### config.mk
export PLATFORM = sky130hd
export DESIGN_NAME = addressed_cmd_filter
export DESIGN_NICKNAME = d
export VERILOG_FILES = /design/src/rtl/cmd_filter_pkg.sv /design/src/rtl/addressed_cmd_filter.sv
export SDC_FILE = /design/constraint.sdc
export NUM_CORES = 1
export LEC_CHECK = 0
export CAP_MARGIN = 20
export CORE_MARGIN = 3
export CORE_UTILIZATION = 56
export CTS_BUF_LIST = sky130_fd_sc_hd__clkbuf_4
export DETAILED_ROUTE_END_ITERATION = 12
export DONT_BUFFER_PORTS = 1
export PLACE_DENSITY = 0.75
export SYNTH_ARGS = -nofsm -noshare
export SYNTH_HDL_FRONTEND = slang
export SYNTH_SLANG_ARGS = --single-unit
### constraint.sdc
create_clock -name mclk_in -period 21.7 [get_ports mclk_in]
set_input_delay 3.255 -clock mclk_in [delete_from_list [all_inputs] [get_ports mclk_in]]
set_output_delay 3.255 -clock mclk_in [all_outputs]
set_load 0.01 [all_outputs]
### src/rtl/cmd_filter_pkg.sv
// Notes on behaviour
// - Address filtering is off after reset; unprefixed commands are accepted.
// - With filtering on, only commands prefixed with the stored address or an asterisk are acted on.
// - An asterisk prefix is a broadcast executed regardless of stored address.
// - Address command with one digit 0..9 stores that digit as address.
// - Address command prefixed with current address replaces the stored address.
// - In RS-232 mode, address command with asterisk argument clears the address and filtering.
// - Transmit output stays inactive on a shared line except while replying.
// - Before a reply the transmit output is driven low for 2 ms.
// - Offset setting accepts 1 up to 96 minus position count, else rejected.
// - Move targets accepted only from offset to offset plus count minus one.
// - Offset resets to 1.
// - In RS-485 mode a command must start with a slash or is discarded.
// - RS-485 commands carry an address digit or letter, compared ignoring case.
// - In RS-485 mode with no stored address, the address is taken as Z.
// - Stored address survives switching between RS-232 and RS-485 modes.
// - In RS-485 mode the address may change but never be cleared.
// - With filtering on, transmit line is released except during a reply.
// - Carriage return ends a command; line feeds are dropped.
package cmd_filter_pkg;
  localparam logic [7:0] CH_CR    = 8'h0d;
  localparam logic [7:0] CH_LF    = 8'h0a;
  localparam logic [7:0] CH_SLASH = 8'h2f;
  localparam logic [7:0] CH_STAR  = 8'h2a;
  localparam logic [7:0] CH_Z     = 8'h5a;
  localparam logic [7:0] CH_I     = 8'h49;
  localparam logic [7:0] CH_D     = 8'h44;
  localparam logic [7:0] CH_S     = 8'h53;
  localparam logic [7:0] CH_O     = 8'h4f;
  localparam logic [7:0] CH_G     = 8'h47;

  localparam int         LINE_DEPTH      = 8;
  localparam logic [6:0] OFFSET_RESET    = 7'h01;
  localparam logic [6:0] OFFSET_MIN      = 7'h01;
  localparam logic [7:0] POS_LIMIT       = 8'h60;
  localparam logic [6:0] POS_COUNT_RESET = 7'h0a;

  localparam logic [3:0] REG_CTRL   = 4'h0;
  localparam logic [3:0] REG_OFFSET = 4'h4;
  localparam logic [3:0] REG_STATUS = 4'h8;
  localparam logic [3:0] REG_TARGET = 4'hc;

  localparam int ST_ADDR_LSB  = 0;
  localparam int ST_ADDR_SET  = 8;
  localparam int ST_RS485     = 9;
  localparam int ST_FILTER    = 10;
  localparam int ST_TX_ACTIVE = 11;
  localparam int ST_OVERRUN   = 12;

  localparam int FLUSH_TIME_US = 2000;
  localparam int CLK_FREQ_MHZ  = 100;
  localparam int FLUSH_CYCLES  = FLUSH_TIME_US * CLK_FREQ_MHZ;

  typedef enum logic [1:0] {
    TX_IDLE  = 2'b00,
    TX_FLUSH = 2'b01,
    TX_SEND  = 2'b11
  } tx_state_t;

  function automatic logic is_digit(input logic [7:0] c);
    return (c >= 8'h30) && (c <= 8'h39);
  endfunction : is_digit

  function automatic logic [7:0] upcase(input logic [7:0] c);
    return ((c >= 8'h61) && (c <= 8'h7a)) ? (c - 8'h20) : c;
  endfunction : upcase

  function automatic logic is_letter(input logic [7:0] c);
    logic [7:0] u;
    u = upcase(c);
    return (u >= 8'h41) && (u <= 8'h5a);
  endfunction : is_letter

  function automatic logic [6:0] digit_val(input logic [7:0] c);
    logic [7:0] v;
    v = c - 8'h30;
    return v[6:0];
  endfunction : digit_val
endpackage : cmd_filter_pkg

### src/rtl/addressed_cmd_filter.sv
// The strobed register port and the register offsets were decided locally.
module addressed_cmd_filter #(
  parameter int unsigned FLUSH_CYCLES = cmd_filter_pkg::FLUSH_CYCLES
) (
  input  wire logic        mclk_in,
  input  wire logic        sys_rst_in,
  input  wire logic        rs485_mode_in,
  input  wire logic [7:0]  rx_byte_in,
  input  wire logic        rx_valid_in,
  input  wire logic        reply_req_in,
  input  wire logic        reply_bit_in,
  input  wire logic        reply_done_in,
  input  wire logic [3:0]  bus_addr_in,
  input  wire logic [31:0] bus_wdata_in,
  input  wire logic        bus_wr_in,
  input  wire logic        bus_rd_in,
  output logic      [31:0] bus_rdata_out,
  output logic             tx_out,
  output logic             tx_oe_n_out,
  output logic             reply_grant_out,
  output logic             cmd_valid_out,
  output logic      [15:0] cmd_code_out,
  output logic             cmd_broadcast_out,
  output logic             move_valid_out,
  output logic      [6:0]  move_target_out
);

  logic                  mode_meta_q;
  logic                  rs485_q;
  logic [7:0]            line_q [cmd_filter_pkg::LINE_DEPTH];
  logic [3:0]            len_q;
  logic                  overrun_q;
  logic [7:0]            addr_q;
  logic                  addr_set_q;
  logic [6:0]            offset_q;
  logic [6:0]            npos_q;
  logic                  answer_ok_q;
  cmd_filter_pkg::tx_state_t tx_state_q;
  logic [31:0]           flush_cnt_q;

  // Decode results, valid in the cycle a carriage return arrives
  logic                  line_end;
  logic                  accept;
  logic                  bcast;
  logic                  addr_load;
  logic                  addr_clear;
  logic [7:0]            addr_new;
  logic                  so_ok;
  logic                  go_ok;
  logic                  generic;
  logic [6:0]            num_val;
  logic [15:0]           code;

  function automatic logic [7:0] char_at(input logic [3:0] i);
    logic [2:0] j;
    j = i[2:0];
    return (i < len_q) ? line_q[j] : 8'h00;
  endfunction : char_at

  // Mode pin is static but asynchronous to the clock
  always_ff @(posedge mclk_in or posedge sys_rst_in) begin
    if (sys_rst_in) begin
      mode_meta_q <= 1'b0;
      rs485_q     <= 1'b0;
    end else begin
      mode_meta_q <= rs485_mode_in;
      rs485_q     <= mode_meta_q;
    end
  end

  assign line_end = rx_valid_in && (rx_byte_in == cmd_filter_pkg::CH_CR);

  always_ff @(posedge mclk_in or posedge sys_rst_in) begin
    if (sys_rst_in) begin
      len_q     <= 4'h0;
      overrun_q <= 1'b0;
      for (int i = 0; i < cmd_filter_pkg::LINE_DEPTH; i++) begin
        line_q[i] <= 8'h00;
      end
    end else if (line_end) begin
      len_q     <= 4'h0;
      overrun_q <= 1'b0;
    end else if (rx_valid_in && (rx_byte_in != cmd_filter_pkg::CH_LF)) begin
      if (len_q == 4'(cmd_filter_pkg::LINE_DEPTH)) begin
        overrun_q <= 1'b1;
      end else begin
        line_q[len_q[2:0]] <= rx_byte_in;
        len_q              <= len_q + 4'h1;
      end
    end
  end

  always_comb begin
    logic [3:0] p;
    logic [3:0] b;
    logic [3:0] nargs;
    logic [7:0] c0;
    logic [7:0] a0;
    logic [7:0] a1;
    logic [7:0] eff_addr;
    logic [7:0] win_hi;
    logic       prefixed;
    logic       match;
    logic       num_ok;
    match    = 1'b0;
    p        = rs485_q ? 4'h1 : 4'h0;
    c0       = char_at(p);
    bcast    = (c0 == cmd_filter_pkg::CH_STAR);
    eff_addr = addr_set_q ? addr_q : cmd_filter_pkg::CH_Z;
    prefixed = !bcast && (rs485_q ? (cmd_filter_pkg::is_digit(c0) ||
                                     cmd_filter_pkg::is_letter(c0))
                                  : cmd_filter_pkg::is_digit(c0));
    if (bcast) begin
      match = 1'b1;
    end else if (prefixed) begin
      match = (cmd_filter_pkg::upcase(c0) == eff_addr);
    end else begin
      match = !rs485_q && !addr_set_q;
    end
    b        = p + {3'h0, (bcast || prefixed)};
    code     = {cmd_filter_pkg::upcase(char_at(b)),
                cmd_filter_pkg::upcase(char_at(b + 4'h1))};
    a0       = char_at(b + 4'h2);
    a1       = char_at(b + 4'h3);
    nargs    = (len_q >= b + 4'h2) ? (len_q - b - 4'h2) : 4'h0;
    accept   = line_end && !overrun_q && match && (len_q >= b + 4'h2) &&
               (!rs485_q || (char_at(4'h0) == cmd_filter_pkg::CH_SLASH));
    num_ok   = ((nargs == 4'h1) && cmd_filter_pkg::is_digit(a0)) ||
               ((nargs == 4'h2) && cmd_filter_pkg::is_digit(a0) &&
                cmd_filter_pkg::is_digit(a1));
    num_val  = (nargs == 4'h1) ? cmd_filter_pkg::digit_val(a0)
             : 7'(cmd_filter_pkg::digit_val(a0) * 7'd10 + cmd_filter_pkg::digit_val(a1));
    addr_load  = 1'b0;
    addr_clear = 1'b0;
    addr_new   = cmd_filter_pkg::upcase(a0);
    so_ok    = 1'b0;
    go_ok    = 1'b0;
    generic  = 1'b0;
    win_hi   = {1'b0, offset_q} + {1'b0, npos_q} - 8'h01;
    if (code == {cmd_filter_pkg::CH_I, cmd_filter_pkg::CH_D} && nargs == 4'h1) begin
      if (a0 == cmd_filter_pkg::CH_STAR) begin
        addr_clear = accept && !rs485_q;
      end else if (cmd_filter_pkg::is_digit(a0) ||
                   (rs485_q && cmd_filter_pkg::is_letter(a0))) begin
        addr_load = accept;
      end
    end else if (code == {cmd_filter_pkg::CH_S, cmd_filter_pkg::CH_O} && nargs != 4'h0) begin
      so_ok = accept && num_ok && (num_val >= cmd_filter_pkg::OFFSET_MIN) &&
              ({1'b0, num_val} <= cmd_filter_pkg::POS_LIMIT - {1'b0, npos_q});
    end else if (code == {cmd_filter_pkg::CH_G, cmd_filter_pkg::CH_O} && nargs != 4'h0) begin
      go_ok = accept && num_ok && (num_val >= offset_q) && ({1'b0, num_val} <= win_hi);
    end else begin
      generic = accept;
    end
  end

  // Stored address, untouched by mode changes
  always_ff @(posedge mclk_in or posedge sys_rst_in) begin
    if (sys_rst_in) begin
      addr_q     <= 8'h00;
      addr_set_q <= 1'b0;
    end else if (addr_load) begin
      addr_q     <= addr_new;
      addr_set_q <= 1'b1;
    end else if (addr_clear) begin
      addr_q     <= 8'h00;
      addr_set_q <= 1'b0;
    end
  end

  always_ff @(posedge mclk_in or posedge sys_rst_in) begin
    if (sys_rst_in) begin
      offset_q <= cmd_filter_pkg::OFFSET_RESET;
    end else if (so_ok) begin
      offset_q <= num_val;
    end
  end

  always_ff @(posedge mclk_in or posedge sys_rst_in) begin
    if (sys_rst_in) begin
      npos_q <= cmd_filter_pkg::POS_COUNT_RESET;
    end else if (bus_wr_in && (bus_addr_in == cmd_filter_pkg::REG_CTRL)) begin
      npos_q <= bus_wdata_in[6:0];
    end
  end

  // Command outputs to the actuator core
  always_ff @(posedge mclk_in or posedge sys_rst_in) begin
    if (sys_rst_in) begin
      cmd_valid_out     <= 1'b0;
      cmd_code_out      <= 16'h0000;
      cmd_broadcast_out <= 1'b0;
      move_valid_out    <= 1'b0;
      move_target_out   <= 7'h00;
    end else begin
      cmd_valid_out  <= generic;
      move_valid_out <= go_ok;
      if (generic || go_ok) begin
        cmd_code_out      <= code;
        cmd_broadcast_out <= bcast;
      end
      if (go_ok) begin
        move_target_out <= num_val;
      end
    end
  end

  // A reply is allowed only after an accepted command
  always_ff @(posedge mclk_in or posedge sys_rst_in) begin
    if (sys_rst_in) begin
      answer_ok_q <= 1'b0;
    end else if (line_end) begin
      answer_ok_q <= accept;
    end else if (reply_req_in && (tx_state_q == cmd_filter_pkg::TX_IDLE)) begin
      answer_ok_q <= 1'b0;
    end
  end

  always_ff @(posedge mclk_in or posedge sys_rst_in) begin
    if (sys_rst_in) begin
      tx_state_q  <= cmd_filter_pkg::TX_IDLE;
      flush_cnt_q <= 32'h0000_0000;
    end else begin
      case (tx_state_q)
        cmd_filter_pkg::TX_IDLE: begin
          if (reply_req_in && answer_ok_q) begin
            tx_state_q  <= cmd_filter_pkg::TX_FLUSH;
            flush_cnt_q <= 32'h0000_0000;
          end
        end
        cmd_filter_pkg::TX_FLUSH: begin
          if (flush_cnt_q == 32'(FLUSH_CYCLES - 1)) begin
            tx_state_q <= cmd_filter_pkg::TX_SEND;
          end else begin
            flush_cnt_q <= flush_cnt_q + 32'h1;
          end
        end
        cmd_filter_pkg::TX_SEND: begin
          if (reply_done_in) begin
            tx_state_q <= cmd_filter_pkg::TX_IDLE;
          end
        end
        default: tx_state_q <= cmd_filter_pkg::TX_IDLE;
      endcase
    end
  end

  // Line pins: released on a shared line unless replying
  always_ff @(posedge mclk_in or posedge sys_rst_in) begin
    if (sys_rst_in) begin
      tx_out          <= 1'b1;
      tx_oe_n_out     <= 1'b1;
      reply_grant_out <= 1'b0;
    end else begin
      case (tx_state_q)
        cmd_filter_pkg::TX_FLUSH: begin
          tx_out          <= 1'b0;
          tx_oe_n_out     <= 1'b0;
          reply_grant_out <= 1'b0;
        end
        cmd_filter_pkg::TX_SEND: begin
          // End of reply returns the line to idle at once
          if (reply_done_in) begin
            tx_out          <= 1'b1;
            tx_oe_n_out     <= rs485_q || addr_set_q;
            reply_grant_out <= 1'b0;
          end else begin
            tx_out          <= reply_bit_in;
            tx_oe_n_out     <= 1'b0;
            reply_grant_out <= 1'b1;
          end
        end
        default: begin
          tx_out          <= 1'b1;
          tx_oe_n_out     <= rs485_q || addr_set_q;
          reply_grant_out <= 1'b0;
        end
      endcase
    end
  end

  always_ff @(posedge mclk_in or posedge sys_rst_in) begin
    if (sys_rst_in) begin
      bus_rdata_out <= 32'h0000_0000;
    end else if (bus_rd_in) begin
      case (bus_addr_in)
        cmd_filter_pkg::REG_CTRL:   bus_rdata_out <= {25'h0, npos_q};
        cmd_filter_pkg::REG_OFFSET: bus_rdata_out <= {25'h0, offset_q};
        cmd_filter_pkg::REG_TARGET: bus_rdata_out <= {25'h0, move_target_out};
        cmd_filter_pkg::REG_STATUS: begin
          bus_rdata_out <= 32'h0000_0000;
          bus_rdata_out[cmd_filter_pkg::ST_ADDR_LSB +: 8] <= addr_q;
          bus_rdata_out[cmd_filter_pkg::ST_ADDR_SET]      <= addr_set_q;
          bus_rdata_out[cmd_filter_pkg::ST_RS485]         <= rs485_q;
          bus_rdata_out[cmd_filter_pkg::ST_FILTER]        <= addr_set_q || rs485_q;
          bus_rdata_out[cmd_filter_pkg::ST_TX_ACTIVE]     <=
            (tx_state_q != cmd_filter_pkg::TX_IDLE);
          bus_rdata_out[cmd_filter_pkg::ST_OVERRUN]       <= overrun_q;
        end
        default: bus_rdata_out <= 32'h0000_0000;
      endcase
    end else begin
      bus_rdata_out <= 32'h0000_0000;
    end
  end

endmodule : addressed_cmd_filter

== Yosys cells after proc, flatten, opt, wreduce, memory -nomap -nowiden ==
Index checks and enable logic that the tools add are counted.

* Add/sub/neg operators: 18
* Multipliers: 1
* $lt $le $gt $ge: 36
* Bitwise logic cells: 8
* Equal/unequal tests: 23
* Reduce and logical (&&, ||, !) cells: 59
* Shift operators: 0
* Multiplexer cells: 75
* Div/mod/pow operators: 0

{| class="wikitable"
|+ Operators with widths
! cell !! count
|-
| 8-bit two-way mux || 24
|-
| 8-bit binary-select mux with 3-bit select || 5
|-
| 32-bit two-way mux || 3
|-
| 64-bit bitwise mux || 1
|-
| 32-bit one-hot mux with 2 select lines || 1
|-
| 13-bit one-hot mux with 4 select lines || 1
|-
| 16-bit by 15-bit equality test with 1-bit output (second input constant) || 3
|-
| 8-bit by 7-bit greater-or-equal comparator with 1-bit output (second input constant) || 6
|-
| 8-bit by 7-bit <= comparator with 1-bit output (second input constant) || 6
|-
| 1-bit logical AND || 34
|-
| 32-bit by 1-bit adder with 32-bit output (second input constant) || 1
|-
| 32-bit by 18-bit equality test with 1-bit output (second input constant) || 1
|-
| 8-bit by 6-bit subtractor with 8-bit output (second input constant) || 4
|-
| 1-bit two-way mux || 28
|-
| 8-bit demux with 3-bit select || 1
|-
| 8-bit by 6-bit equality test with 1-bit output (second input constant) || 3
|-
| 4-bit greater-or-equal comparator (second input constant) || 6
|-
| 8-bit by 6-bit greater-or-equal comparator with 1-bit output (second input constant) || 3
|-
| 8-bit by 6-bit <= comparator with 1-bit output (second input constant) || 3
|-
| 7-bit by 8-bit <= comparator with 1-bit output || 2
|-
| 4-bit two-way mux || 4
|-
| 3-bit inverter with 4-bit output || 4
|-
| 7-bit by 6-bit subtractor with 7-bit output (second input constant) || 2
|-
| 4-bit equality test (second input constant) || 3
|-
| 45 further kinds || 71
|}

* Register bits after elaboration: 190
* Memories kept: 0
* Input port bits: 53
* Output and inout bits: 61
* Word-level logic and storage cells: 248
* Bits in read-only memories: 0
* Latch bits: 0
* Memory bits (writable): 0

== Logic depth before layout (Yosys ltp) ==
Gate-level depths: netlist of the first run.

* Depth after elaboration: 34
* Depth in mapped cells: 43
* Depth with buffers taken out: 38

== Least setup slack after synthesis of the first run ==
No wires, ideal clock.

* Kind: flip-flop to flip-flop
* Start point: register rs485_q
* End point: register cmd_code_out[0]
* Required time: 21575 ps
* Buffers on the path: 6
* Setup time: 125 ps
* Stages on the path, launching flop included: 42
* Period minus slack after synthesis: 8379 ps
* Data arrival time: 8253 ps
* Slack: 13321 ps
* Cell sequence: dfrtp_1 > buf_2 > buf_6 > buf_6 > nand2_1 > o21ai_1 > nand2_1 > inv_1 > ha_1 > o21ai_0 > o221ai_1 > a41oi_1 > o21a_1 > nor2b_1 > ha_1 > buf_6 > inv_1 > buf_2 > (+6 left out) > ha_1 > fa_1 > ha_1 > ha_1 > a21oi_1 > xnor2_1 > xnor2_1 > xnor2_1 > mux2i_1 > ha_1 > nand3_1 > o21bai_1 > a21oi_1 > a211oi_1 > nand3_1 > a2111oi_4 > buf_8 > mux2_4

{| class="wikitable"
|+ RTL lines
! element !! RTL line !! source
|-
| start: declaration || addressed_cmd_filter.sv:29 || <nowiki>logic rs485_q;</nowiki>
|-
| start signal: assignment || addressed_cmd_filter.sv:67 || <nowiki>rs485_q <= mode_meta_q;</nowiki>
|-
| 1-bit two-way mux || addressed_cmd_filter.sv:106 || <nowiki>p = rs485_q ? 4'h1 : 4'h0;</nowiki>
|-
| 1-bit inverter with 4-bit output (not written as such) || addressed_cmd_filter.sv:57 || <nowiki>return (i < len_q) ? line_q[j] : 8'h00;</nowiki>
|-
| 8-bit binary-select mux with 3-bit select || addressed_cmd_filter.sv:57 ||
|-
| 8-bit two-way mux (not written as such) (2 in series) || addressed_cmd_filter.sv:57 ||
|-
| 8-bit two-way mux || addressed_cmd_filter.sv:57 ||
|-
| 8-bit by 7-bit greater-or-equal comparator with 1-bit output / 8-bit by 7-bit <= comparator with 1-bit output (equally long branches) || cmd_filter_pkg.sv:65 || <nowiki>return ((c >= 8'h61) && (c <= 8'h7a)) ? (c - 8'h20) : c;</nowiki>
|-
| 1-bit logical AND || cmd_filter_pkg.sv:65 ||
|-
| 8-bit two-way mux || cmd_filter_pkg.sv:65 ||
|-
| (+17 left out) || n/a ||
|-
| via num_val[6] || addressed_cmd_filter.sv:51 || <nowiki>logic [6:0] num_val;</nowiki>
|-
| 7-bit greater-or-equal comparator || addressed_cmd_filter.sv:151 || <nowiki>go_ok = accept && num_ok && (num_val >= offset_q) && ({1'b0, num_val} <= win_hi);</nowiki>
|-
| 1-bit logical AND || addressed_cmd_filter.sv:151 ||
|-
| 1-bit logical AND (*) || addressed_cmd_filter.sv:151 ||
|-
| 1-bit two-way mux (*) || addressed_cmd_filter.sv:150 || <nowiki>end else if (code == {cmd_filter_pkg::CH_G, cmd_filter_pkg::CH_O} && nargs != 4'h0) begin</nowiki>
|-
| 1-bit two-way mux (*) || addressed_cmd_filter.sv:147 || <nowiki>end else if (code == {cmd_filter_pkg::CH_S, cmd_filter_pkg::CH_O} && nargs != 4'h0) begin</nowiki>
|-
| 1-bit two-way mux (*) || addressed_cmd_filter.sv:140 || <nowiki>if (code == {cmd_filter_pkg::CH_I, cmd_filter_pkg::CH_D} && nargs == 4'h1) begin</nowiki>
|-
| 1-bit logical OR (*) || addressed_cmd_filter.sv:198 || <nowiki>if (generic || go_ok) begin</nowiki>
|-
| end signal: assignment || addressed_cmd_filter.sv:199 || <nowiki>cmd_code_out <= code;</nowiki>
|-
| end: declaration || addressed_cmd_filter.sv:22 || <nowiki>output logic [15:0] cmd_code_out,</nowiki>
|}

The timed path passes the listed nets; every way through them passes the cells marked *. The select of a mux whose other input is x is not followed.
A chain may end at the register's enable or synchronous reset.

== Worst setup path after layout of the first run ==
* Start point: register len_q[1]
* End point: register cmd_code_out[14]

{| class="wikitable"
|+ RTL lines
! element !! RTL line !! source
|-
| start: declaration || addressed_cmd_filter.sv:31 || <nowiki>logic [3:0] len_q;</nowiki>
|-
| start signal: assignment || addressed_cmd_filter.sv:88 || <nowiki>len_q <= len_q + 4'h1;</nowiki>
|-
| 1-bit by 4-bit less-than comparator with 1-bit output || addressed_cmd_filter.sv:57 ||
|-
| 8-bit two-way mux || addressed_cmd_filter.sv:57 ||
|-
| 8-bit by 7-bit greater-or-equal comparator with 1-bit output / 8-bit by 7-bit <= comparator with 1-bit output (equally long branches) || cmd_filter_pkg.sv:65 ||
|-
| 1-bit logical AND || cmd_filter_pkg.sv:65 ||
|-
| 8-bit two-way mux || cmd_filter_pkg.sv:65 ||
|-
| 8-bit by 7-bit greater-or-equal comparator with 1-bit output / 8-bit by 7-bit <= comparator with 1-bit output (equally long branches) || cmd_filter_pkg.sv:71 || <nowiki>return (u >= 8'h41) && (u <= 8'h5a);</nowiki>
|-
| 1-bit logical AND || cmd_filter_pkg.sv:71 ||
|-
| 1-bit logical OR || addressed_cmd_filter.sv:110 || <nowiki>prefixed = !bcast && (rs485_q ? (cmd_filter_pkg::is_digit(c0) ||</nowiki>
|-
| (+14 left out) || n/a ||
|-
| via num_val[6] || addressed_cmd_filter.sv:51 ||
|-
| 7-bit greater-or-equal comparator || addressed_cmd_filter.sv:151 ||
|-
| 1-bit logical AND || addressed_cmd_filter.sv:151 ||
|-
| 1-bit logical AND (*) || addressed_cmd_filter.sv:151 ||
|-
| 1-bit two-way mux (*) || addressed_cmd_filter.sv:150 ||
|-
| 1-bit two-way mux (*) || addressed_cmd_filter.sv:147 ||
|-
| 1-bit two-way mux (*) || addressed_cmd_filter.sv:140 ||
|-
| 1-bit logical OR (*) || addressed_cmd_filter.sv:198 ||
|}

Marked as above.

==> results.toml, run 1 <==
[synthesis]
synth.area.top_cells = "dfrtp_1 (34%), mux2_2 (9.8%), ha_1 (8.0%)"
seq_area_frac_synth_pct = 35.3
yosys.area_share.simple_pct = 15.0
yosys.area.top_type = "dfrtp_1"
synth_compound_area_share_pct = 10.8
synthAdderAreaFrac_pct = 8.70
synth_seq_cells = 171
yosysWarnings = 0
async_flop_share_pct = 100
synth.distinct_cells = 88
synth_ff_type = "dfrtp_1"
synth.cell_area_sq_mm = 0.0121
yosysTopAreaCellShare_pct = 34.2
avgSynthCellArea_sq_um = 10.4
synth_xor_area_share_pct = 3.25
synth_mux_area_share_pct = 21.0
synth_top_family_by_area = "multiplexers"
synthCells = 1163
synth_edf_count = 0

[job]
drv_cap = 0

[worst_setup_path]
cpMostUsedCell = "ha_1"
r2r_cells = 37
r2r-start = "len_q[1]$_DFFE_PP0P_"
crit_arrival_ps = 10870
cp_max_fo = 40
required_ps = 22180
critPathKind = "reg2reg"
cp_slowest_stage_delay_ps = 710
cp-end-kind = "flop"
cpLargestDelayFamily = "adder cells"
worstReg2RegEnd = "cmd_code_out[14]$_DFFE_PP0P_"
r2r_setup_slack_ps = 11310
crit_slowest_cell = "mux2i_1"
worst_setup_path_start_kind = "flop"
cp.buffers_inverters = 5

[timing]
hold-worst-slack_ps = 363
slew_headroom_pct = 27.8
slew_viol_final = 0
setup_viol = 0
post-route-period-util_pct = 47.9
setup_slack_ps = 11310
fmax_mhz = 96.2
rsz0062_at_grt = "no"
hold_viol = 0
tightestPinTransition_ps = 1070
fin_worst_skew_ps = 38.4
setup-tns-final_ps = 0
fin_crit_ps = 10390

[routing]
drc = 0
wl_per_cell_um = 21.5
drtIter0Drc = 796
ant_nets = 0
dr.pass1.iters = 8
num_vias = 9239
vias_per_cell = 6.43
wl_um = 30800
top_layer_used = "met4"
wl_met1_um = 13000
route.met2.wl_um = 14300
wl_met3_um = 2660

[floorplanning]
die_h_um = 153
core-area_sq_mm = 0.0212
die-area_sq_mm = 0.0235
rows = 53
chipWidth_um = 153
pin_count = 114
initial_core_util_pct = 57.4

[final_layout]
final_common_cell = "dfrtp_1"
layout-drive-gt1-share_pct = 19.1
area_growth_pct = 3.22
fin_nets = 1285
final_cell_mix = "dfrtp_1 (166), mux2_2 (106), ha_1 (76)"
final_area_sq_mm = 0.0125

[outcome]
status = "finished clean"

[worst_hold_path]
hp-start = "mode_meta_q$_DFF_PP0_"
hp-class = "reg2reg"
hold_path_end = "rs485_q$_DFF_PP0_"
whs_path_depth = 0

[clocking]
cts_tree = "done"
clock_latency_ps = 600
ctsHoldBuffers = 0
post_cts_buffers = 0
clock_path_buffers = 2
cts_inserted_buffers = 17
htree_levels = 4
root_buffer = "clkbuf_4"
post_cts_resize_count = 0
cts_sinks = 171
path_clk_slew_ps = 150

[global_routing]
gr-total-overflow = 0
grt_pass1_wl_um = 50000
grt_max_degree = 93
antenna_found_initial = 1
grt_usage_pct = 26.6
grt_pass1_vias = 9082

[place]
gp_congestion = 0.948
place_ws_ps = 11540
placed_cell_area_sq_mm = 0.0122
dp_hpwl_um = 22500
io_buffers = 0
[flip-flops by register name (all words and copies together), names as in the netlist, 2 cells and up]
| register | cells |
|---|---|
| cmd_code_out | 16 |
| npos_q | 7 |
| addr_q | 8 |
| tx_state_q | 2 |
| offset_q | 7 |
| bus_rdata_out | 13 |
| len_q | 4 |
| move_target_out | 7 |
| flush_cnt_q | 32 |
| line_q | 64 |
[worst max path at each step]
stage / from / to / slack, ps / cells past startpoint
final: len_q[1]$_DFFE_PP0P_ / cmd_code_out[14]$_DFFE_PP0P_ / 11310 / 37
after global routing: rs485_q$_DFF_PP0_ / cmd_code_out[13]$_DFFE_PP0P_ / 10740 / 38
after CTS: len_q[1]$_DFFE_PP0P_ / cmd_code_out[10]$_DFFE_PP0P_ / 11500 / 37
after detailed placement: len_q[1]$_DFFE_PP0P_ / cmd_code_out[10]$_DFFE_PP0P_ / 11540 / 37
after global placement: len_q[3]$_DFFE_PP0P_ / cmd_code_out[13]$_DFFE_PP0P_ / 11690 / 37
after floorplan: rs485_q$_DFF_PP0_ / cmd_code_out[0]$_DFFE_PP0P_ / 13320 / 41
[Yosys cell counts (7+ instances only)]
cell	number
dfrtp_1	166
mux2_2	106
ha_1	78
inv_1	74
nor2_1	74
nand2_1	72
a21oi_1	45
o21ai_0	41
mux2i_1	37
nand3_1	32
mux4_2	29
xnor2_1	28
buf_4	25
clkbuf_1	25
nor3_1	24
or3_1	19
xor2_1	17
nor2b_1	15
and2_1	14
a21o_1	13
nand4_1	12
nand2b_1	11
nor4_1	11
mux2_4	10
o21a_1	10
a22oi_1	9
a211oi_1	8
and3_1	8
buf_2	7
[cell families (layout without fill, tap and decap cells)]
logic type | count (synthesis) | after routing
muxes | 190 | 190
xor gates and xnor gates | 45 | 45
other | 1 | 20
and+or+nand+nor | 342 | 342
DFF | 171 | 171
buffers and inverters | 142 | 122
AOI/OAI and AO/OA | 190 | 190
adders and majority gates | 82 | 82
[per-stage QoR]
stage               util, %  std cells
global placement       57.8       1403
floorplan                 -       1181
CTS                    59.1       1433
detailed placement     57.8       1403
finish                 59.2       1437
global route           59.2       1437
[cell type report]
| cell class | instances | area, sq um |
|---|---|---|
| fillers | 1805 | 8630 |
| multi-input cells | 868 | 7220 |
| flip-flops and latches | 171 | 4290 |
| well taps | 275 | 344 |
| inverters | 76 | 290 |
| clock inverters | 12 | 139 |
| clock buffers | 18 | 135 |
| repair buffers | 16 | 115 |
| diodes | 1 | 2.50 |
[metal layers]
layer	vias up	track usage, %
met1	4565	36.8
li1	4178	-
met4	0	9.42
met5	-	0
met3	72	5.63
met2	424	41.7
Power of run 1 is left out: the tool's default activity adds up to more than one toggle a clock period on the data nets, which glitch-free logic cannot reach.
==> inputs of run 2 (changes only) <==
==> constraint.sdc (replaced) <==
create_clock -name mclk_in -period 9.65 [get_ports mclk_in]
set_input_delay 1.4475 -clock mclk_in [delete_from_list [all_inputs] [get_ports mclk_in]]
set_output_delay 1.4475 -clock mclk_in [all_outputs]
set_load 0.01 [all_outputs]
==> results.toml, run 2 (same netlist as run 1, synthesis figures left out) <==
[global_routing]
grt_pass1_wl_um = 49600
gr-total-overflow = 0
grt_pass1_vias = 9193
antenna_found_initial = 1
grt_usage_pct = 26.3
grt_max_degree = 62

[floorplanning]
die-area_sq_mm = 0.0235
initial_core_util_pct = 57.4
pin_count = 114
rows = 53
chipWidth_um = 153
die_h_um = 153
core-area_sq_mm = 0.0212

[routing]
drc = 0
drtIter0Drc = 817
dr.pass1.iters = 6
wl_per_cell_um = 21.0
num_vias = 9195
ant_nets = 0
wl_um = 30500
vias_per_cell = 6.34

[clocking]
cts_tree = "done"
cts_sinks = 171
cts_inserted_buffers = 17
root_buffer = "clkbuf_4"
htree_levels = 4
clock_latency_ps = 590
path_clk_slew_ps = 160
clock_path_buffers = 2

[final_layout]
layout-drive-gt1-share_pct = 20.4
largest-register = "line_q"
final_util_pct = 60.0
final_cell_mix = "dfrtp_1 (165), mux2_2 (106), ha_1 (76)"
area_growth_pct = 4.48
final_area_sq_mm = 0.0127
top_regs = "line_q (64), flush_cnt_q (32), cmd_code_out (16)"
final_common_cell = "dfrtp_1"
fin_nets = 1297
largest_reg_flops = 64

[worst_setup_path]
r2r_setup_slack_ps = 620
cp-end-kind = "flop"
cp_max_fo = 20
r2r-start = "len_q[3]$_DFFE_PP0P_"
worstReg2RegEnd = "cmd_code_out[15]$_DFFE_PP0P_"
crit_arrival_ps = 9500
r2r_cells = 33
critPathKind = "reg2reg"
required_ps = 10120
crit_slowest_cell = "ha_2"
cpMostUsedCell = "ha_1"
cp.buffers_inverters = 4
cp_slowest_stage_delay_ps = 680
worst_setup_path_start_kind = "flop"
cpLargestDelayFamily = "adder cells"

[place]
gp_congestion = 0.928
placed_cell_area_sq_mm = 0.0124
io_buffers = 0
dp_hpwl_um = 22800

[timing]
tightestPinTransition_ps = 1020
post-route-period-util_pct = 93.6
setup_viol = 0
setup-tns-final_ps = 0
fin_worst_skew_ps = 35.8
fmax_mhz = 111
fin_crit_ps = 9030
hold-worst-slack_ps = 389
hold_viol = 0
slew_headroom_pct = 31.0
rsz0062_at_grt = "no"
slew_viol_final = 0

[job]
drv_cap = 0

[worst_hold_path]
hp-class = "reg2reg"
whs_path_depth = 0
hold_path_end = "rs485_q$_DFF_PP0_"
hp-start = "mode_meta_q$_DFF_PP0_"

[outcome]
status = "finished clean"
run 2: routing by layer:
layer,share of wire [%],global-route usage (%),wire length (um)
met1,42,35.6,12900
met3,7.1,5.01,2160
met4,3.0,8.32,911
met2,48,43.0,14600
met5,0,0,0
run 2: stage by stage:
step                      std cells  worst slack (ps)
final                          1451               621
after global routing           1451              64.8
after CTS                      1449               255
after detailed placement       1417               370
after global placement         1416               490
after floorplan                1181              1270
run 2: cell type report:
class | count | area (sq um)
antenna | 1 | 2.50
inverter | 76 | 290
timing repair buffer | 28 | 220
fill | 1745 | 8470
clock inverter | 15 | 180
multi-input combinational | 868 | 7230
tap | 275 | 344
sequential | 171 | 4290
clock buffer | 17 | 128
run 2: worst max-delay path by stage:
stage                    startpoint                            to  slack (ps)  cells after the start
2_1_floorplan     rs485_q$_DFF_PP0_   cmd_code_out[0]$_DFFE_PP0P_        1270                     41
3_3_place_gp      rs485_q$_DFF_PP0_  cmd_code_out[13]$_DFFE_PP0P_         490                     36
3_5_place_dp      rs485_q$_DFF_PP0_  cmd_code_out[14]$_DFFE_PP0P_         370                     36
4_1_cts           rs485_q$_DFF_PP0_  cmd_code_out[12]$_DFFE_PP0P_         260                     36
5_1_grt        len_q[3]$_DFFE_PP0P_  cmd_code_out[12]$_DFFE_PP0P_          60                     33
6_report       len_q[3]$_DFFE_PP0P_  cmd_code_out[15]$_DFFE_PP0P_         620                     33
run 2: repair_timing:
action                                  in CTS  in global routing
endpoints found under the setup margin       0                 29
gates resized for setup                      0                  3
setup buffers                                0                  1
hold buffers                                 0                  0
run 2: worst register-to-register path: cells and delay by family, from the launching register on:
kind | cells | cell delay, ps
adder cells (fa/ha/maj) | 8 | 2600
AO/OA/AOI/OAI | 9 | 2030
multiplexers | 3 | 1220
AND/OR/NAND/NOR | 6 | 1120
buffers and inverters | 4 | 960
flip-flops | 1 | 630
XOR/XNOR | 3 | 390
Power of run 2 is left out for the same reason.
==> inputs of run 3 (changes only) <==
--- a/config.mk
+++ b/config.mk
@@ -7,11 +7,11 @@
 export LEC_CHECK = 0
 export CAP_MARGIN = 20
 export CORE_MARGIN = 3
-export CORE_UTILIZATION = 56
+export CORE_UTILIZATION = 55
 export CTS_BUF_LIST = sky130_fd_sc_hd__clkbuf_4
 export DETAILED_ROUTE_END_ITERATION = 12
 export DONT_BUFFER_PORTS = 1
-export PLACE_DENSITY = 0.75
+export PLACE_DENSITY = 0.74
 export SYNTH_ARGS = -nofsm -noshare
 export SYNTH_HDL_FRONTEND = slang
 export SYNTH_SLANG_ARGS = --single-unit
==> results.toml, run 3 (same netlist as run 1, synthesis figures left out) <==
[floorplanning]
initial_core_util_pct = 56.8
die_h_um = 155
chipWidth_um = 155
rows = 53
die-area_sq_mm = 0.0239
core-area_sq_mm = 0.0214
pin_count = 114

[worst_setup_path]
critPathKind = "reg2reg"
cp_slowest_stage_delay_ps = 710
crit_arrival_ps = 9390
cp_max_fo = 16
cp-end-kind = "flop"
crit_slowest_cell = "mux4_1"
required_ps = 10130
worst_setup_path_start_kind = "flop"
cpMostUsedCell = "ha_1"

[timing]
fmax_mhz = 112
tightestPinTransition_ps = 1000
slew_viol_final = 0
setup_viol = 0
post-route-period-util_pct = 92.3
setup-tns-final_ps = 0
setup_slack_ps = 745
rsz0062_at_grt = "no"
slew_headroom_pct = 32.8
fin_worst_skew_ps = 29.5
fin_crit_ps = 8910
hold_viol = 0

[final_layout]
fill_cells = 1819
largest-register = "line_q"
largest_reg_flops = 64
layout-drive-gt1-share_pct = 20.3
final_common_cell = "dfrtp_1"
final_cell_mix = "dfrtp_1 (165), mux2_2 (106), ha_1 (76)"
final_area_sq_mm = 0.0126
area_growth_pct = 4.19
final_util_pct = 59.2
top_regs = "line_q (64), flush_cnt_q (32), cmd_code_out (16)"
fin_nets = 1293

[routing]
num_vias = 9177
wl_met3_um = 2330
dr.pass1.iters = 8
drtIter0Drc = 830
wl_um = 30100
wl_per_cell_um = 20.8
wl_met1_um = 12700
route.met2.wl_um = 14000
top_layer_used = "met4"
vias_per_cell = 6.34
ant_nets = 0
drc = 0

[global_routing]
grt_usage_pct = 25.5
grt_pass1_wl_um = 48500
antenna_found_initial = 1
grt_pass1_vias = 8911
grt_max_degree = 98
gr-total-overflow = 0

[clocking]
cts_sinks = 171
clock_path_buffers = 2
cts_inserted_buffers = 17
root_buffer = "clkbuf_4"
cts_tree = "done"
path_clk_slew_ps = 150
htree_levels = 4
clock_latency_ps = 590

[place]
placed_cell_area_sq_mm = 0.0123
gp_congestion = 1.00
io_buffers = 0
dp_hpwl_um = 22400
place_ws_ps = 468

[job]
drv_cap = 0

[worst_hold_path]
hp-class = "reg2reg"

[outcome]
status = "finished clean"
-- run 3: cell count changes in the layout (fill, tap and decap cells not counted), sizes merged --
cell,previous run,this run
clkinvlp,0,3
buf,28,24
clkinv,8,7
bufinv,2,0
-- run 3: what timing repair did --
| item | 4_1_cts | 5_1_grt |
|---|---|---|
| endpoints found under the setup margin | 0 | 27 |
| hold buffers | 0 | 0 |
| resized for setup | 0 | 8 |
| endpoints found under the hold margin | 0 | 0 |
| buffers inserted | 0 | 0 |
-- run 3: per-layer routing --
layer,track usage (%),up-vias
met3,6.13,65
met4,8.62,0
met2,39.9,348
li1,-,4203
met1,35.1,4561
met5,0,-
-- run 3: metrics by stage --
stage | std cells | hold slack, ps
3_3_place_gp | 1414 | 366
6_report | 1447 | 401
4_1_cts | 1446 | 401
3_5_place_dp | 1414 | 366
5_1_grt | 1447 | 407
2_1_floorplan | 1181 | 331
-- run 3: area by class of cell --
class / count / area [sq um] / share of cell area [%]
flip-flops and latches: 171 / 4290 / 33.9
inverters: 76 / 290 / 2.30
multi-input cells: 868 / 7260 / 57.4
well taps: 275 / 344 / 2.72
clock inverters: 15 / 151 / 1.20
diodes: 1 / 2.50 / 0.0198
clock buffers: 17 / 128 / 1.01
repair buffers: 24 / 180 / 1.42
-- run 3: path summary, 6_finish.rpt --
path	startpoint	end	slack (ps)	cells past startpoint
worst max-delay path	line_q[62]$_DFFE_PP0P_	cmd_code_out[14]$_DFFE_PP0P_	740	34
worst min-delay path	mode_meta_q$_DFF_PP0_	rs485_q$_DFF_PP0_	400	0
worst max register to register	line_q[62]$_DFFE_PP0P_	cmd_code_out[14]$_DFFE_PP0P_	740	34
worst min register to register	mode_meta_q$_DFF_PP0_	rs485_q$_DFF_PP0_	400	0
max in group asynchronous	sys_rst_in	rs485_q$_DFF_PP0_	7170	2
min in group asynchronous	sys_rst_in	flush_cnt_q[1]$_DFFE_PP0P_	890	1
-- run 3: critical path: cells and delay by family (launching register included) --
| family | cells | cell delay, ps |
|---|---|---|
| xor gates and xnor gates | 3 | 490 |
| adders and majority gates | 8 | 2500 |
| buffers and inverters | 5 | 920 |
| DFF | 1 | 540 |
| AOI/OAI and AO/OA | 10 | 2220 |
| and+or+nand+nor | 5 | 920 |
| muxes | 3 | 1170 |
Power of run 3 is left out for the same reason.
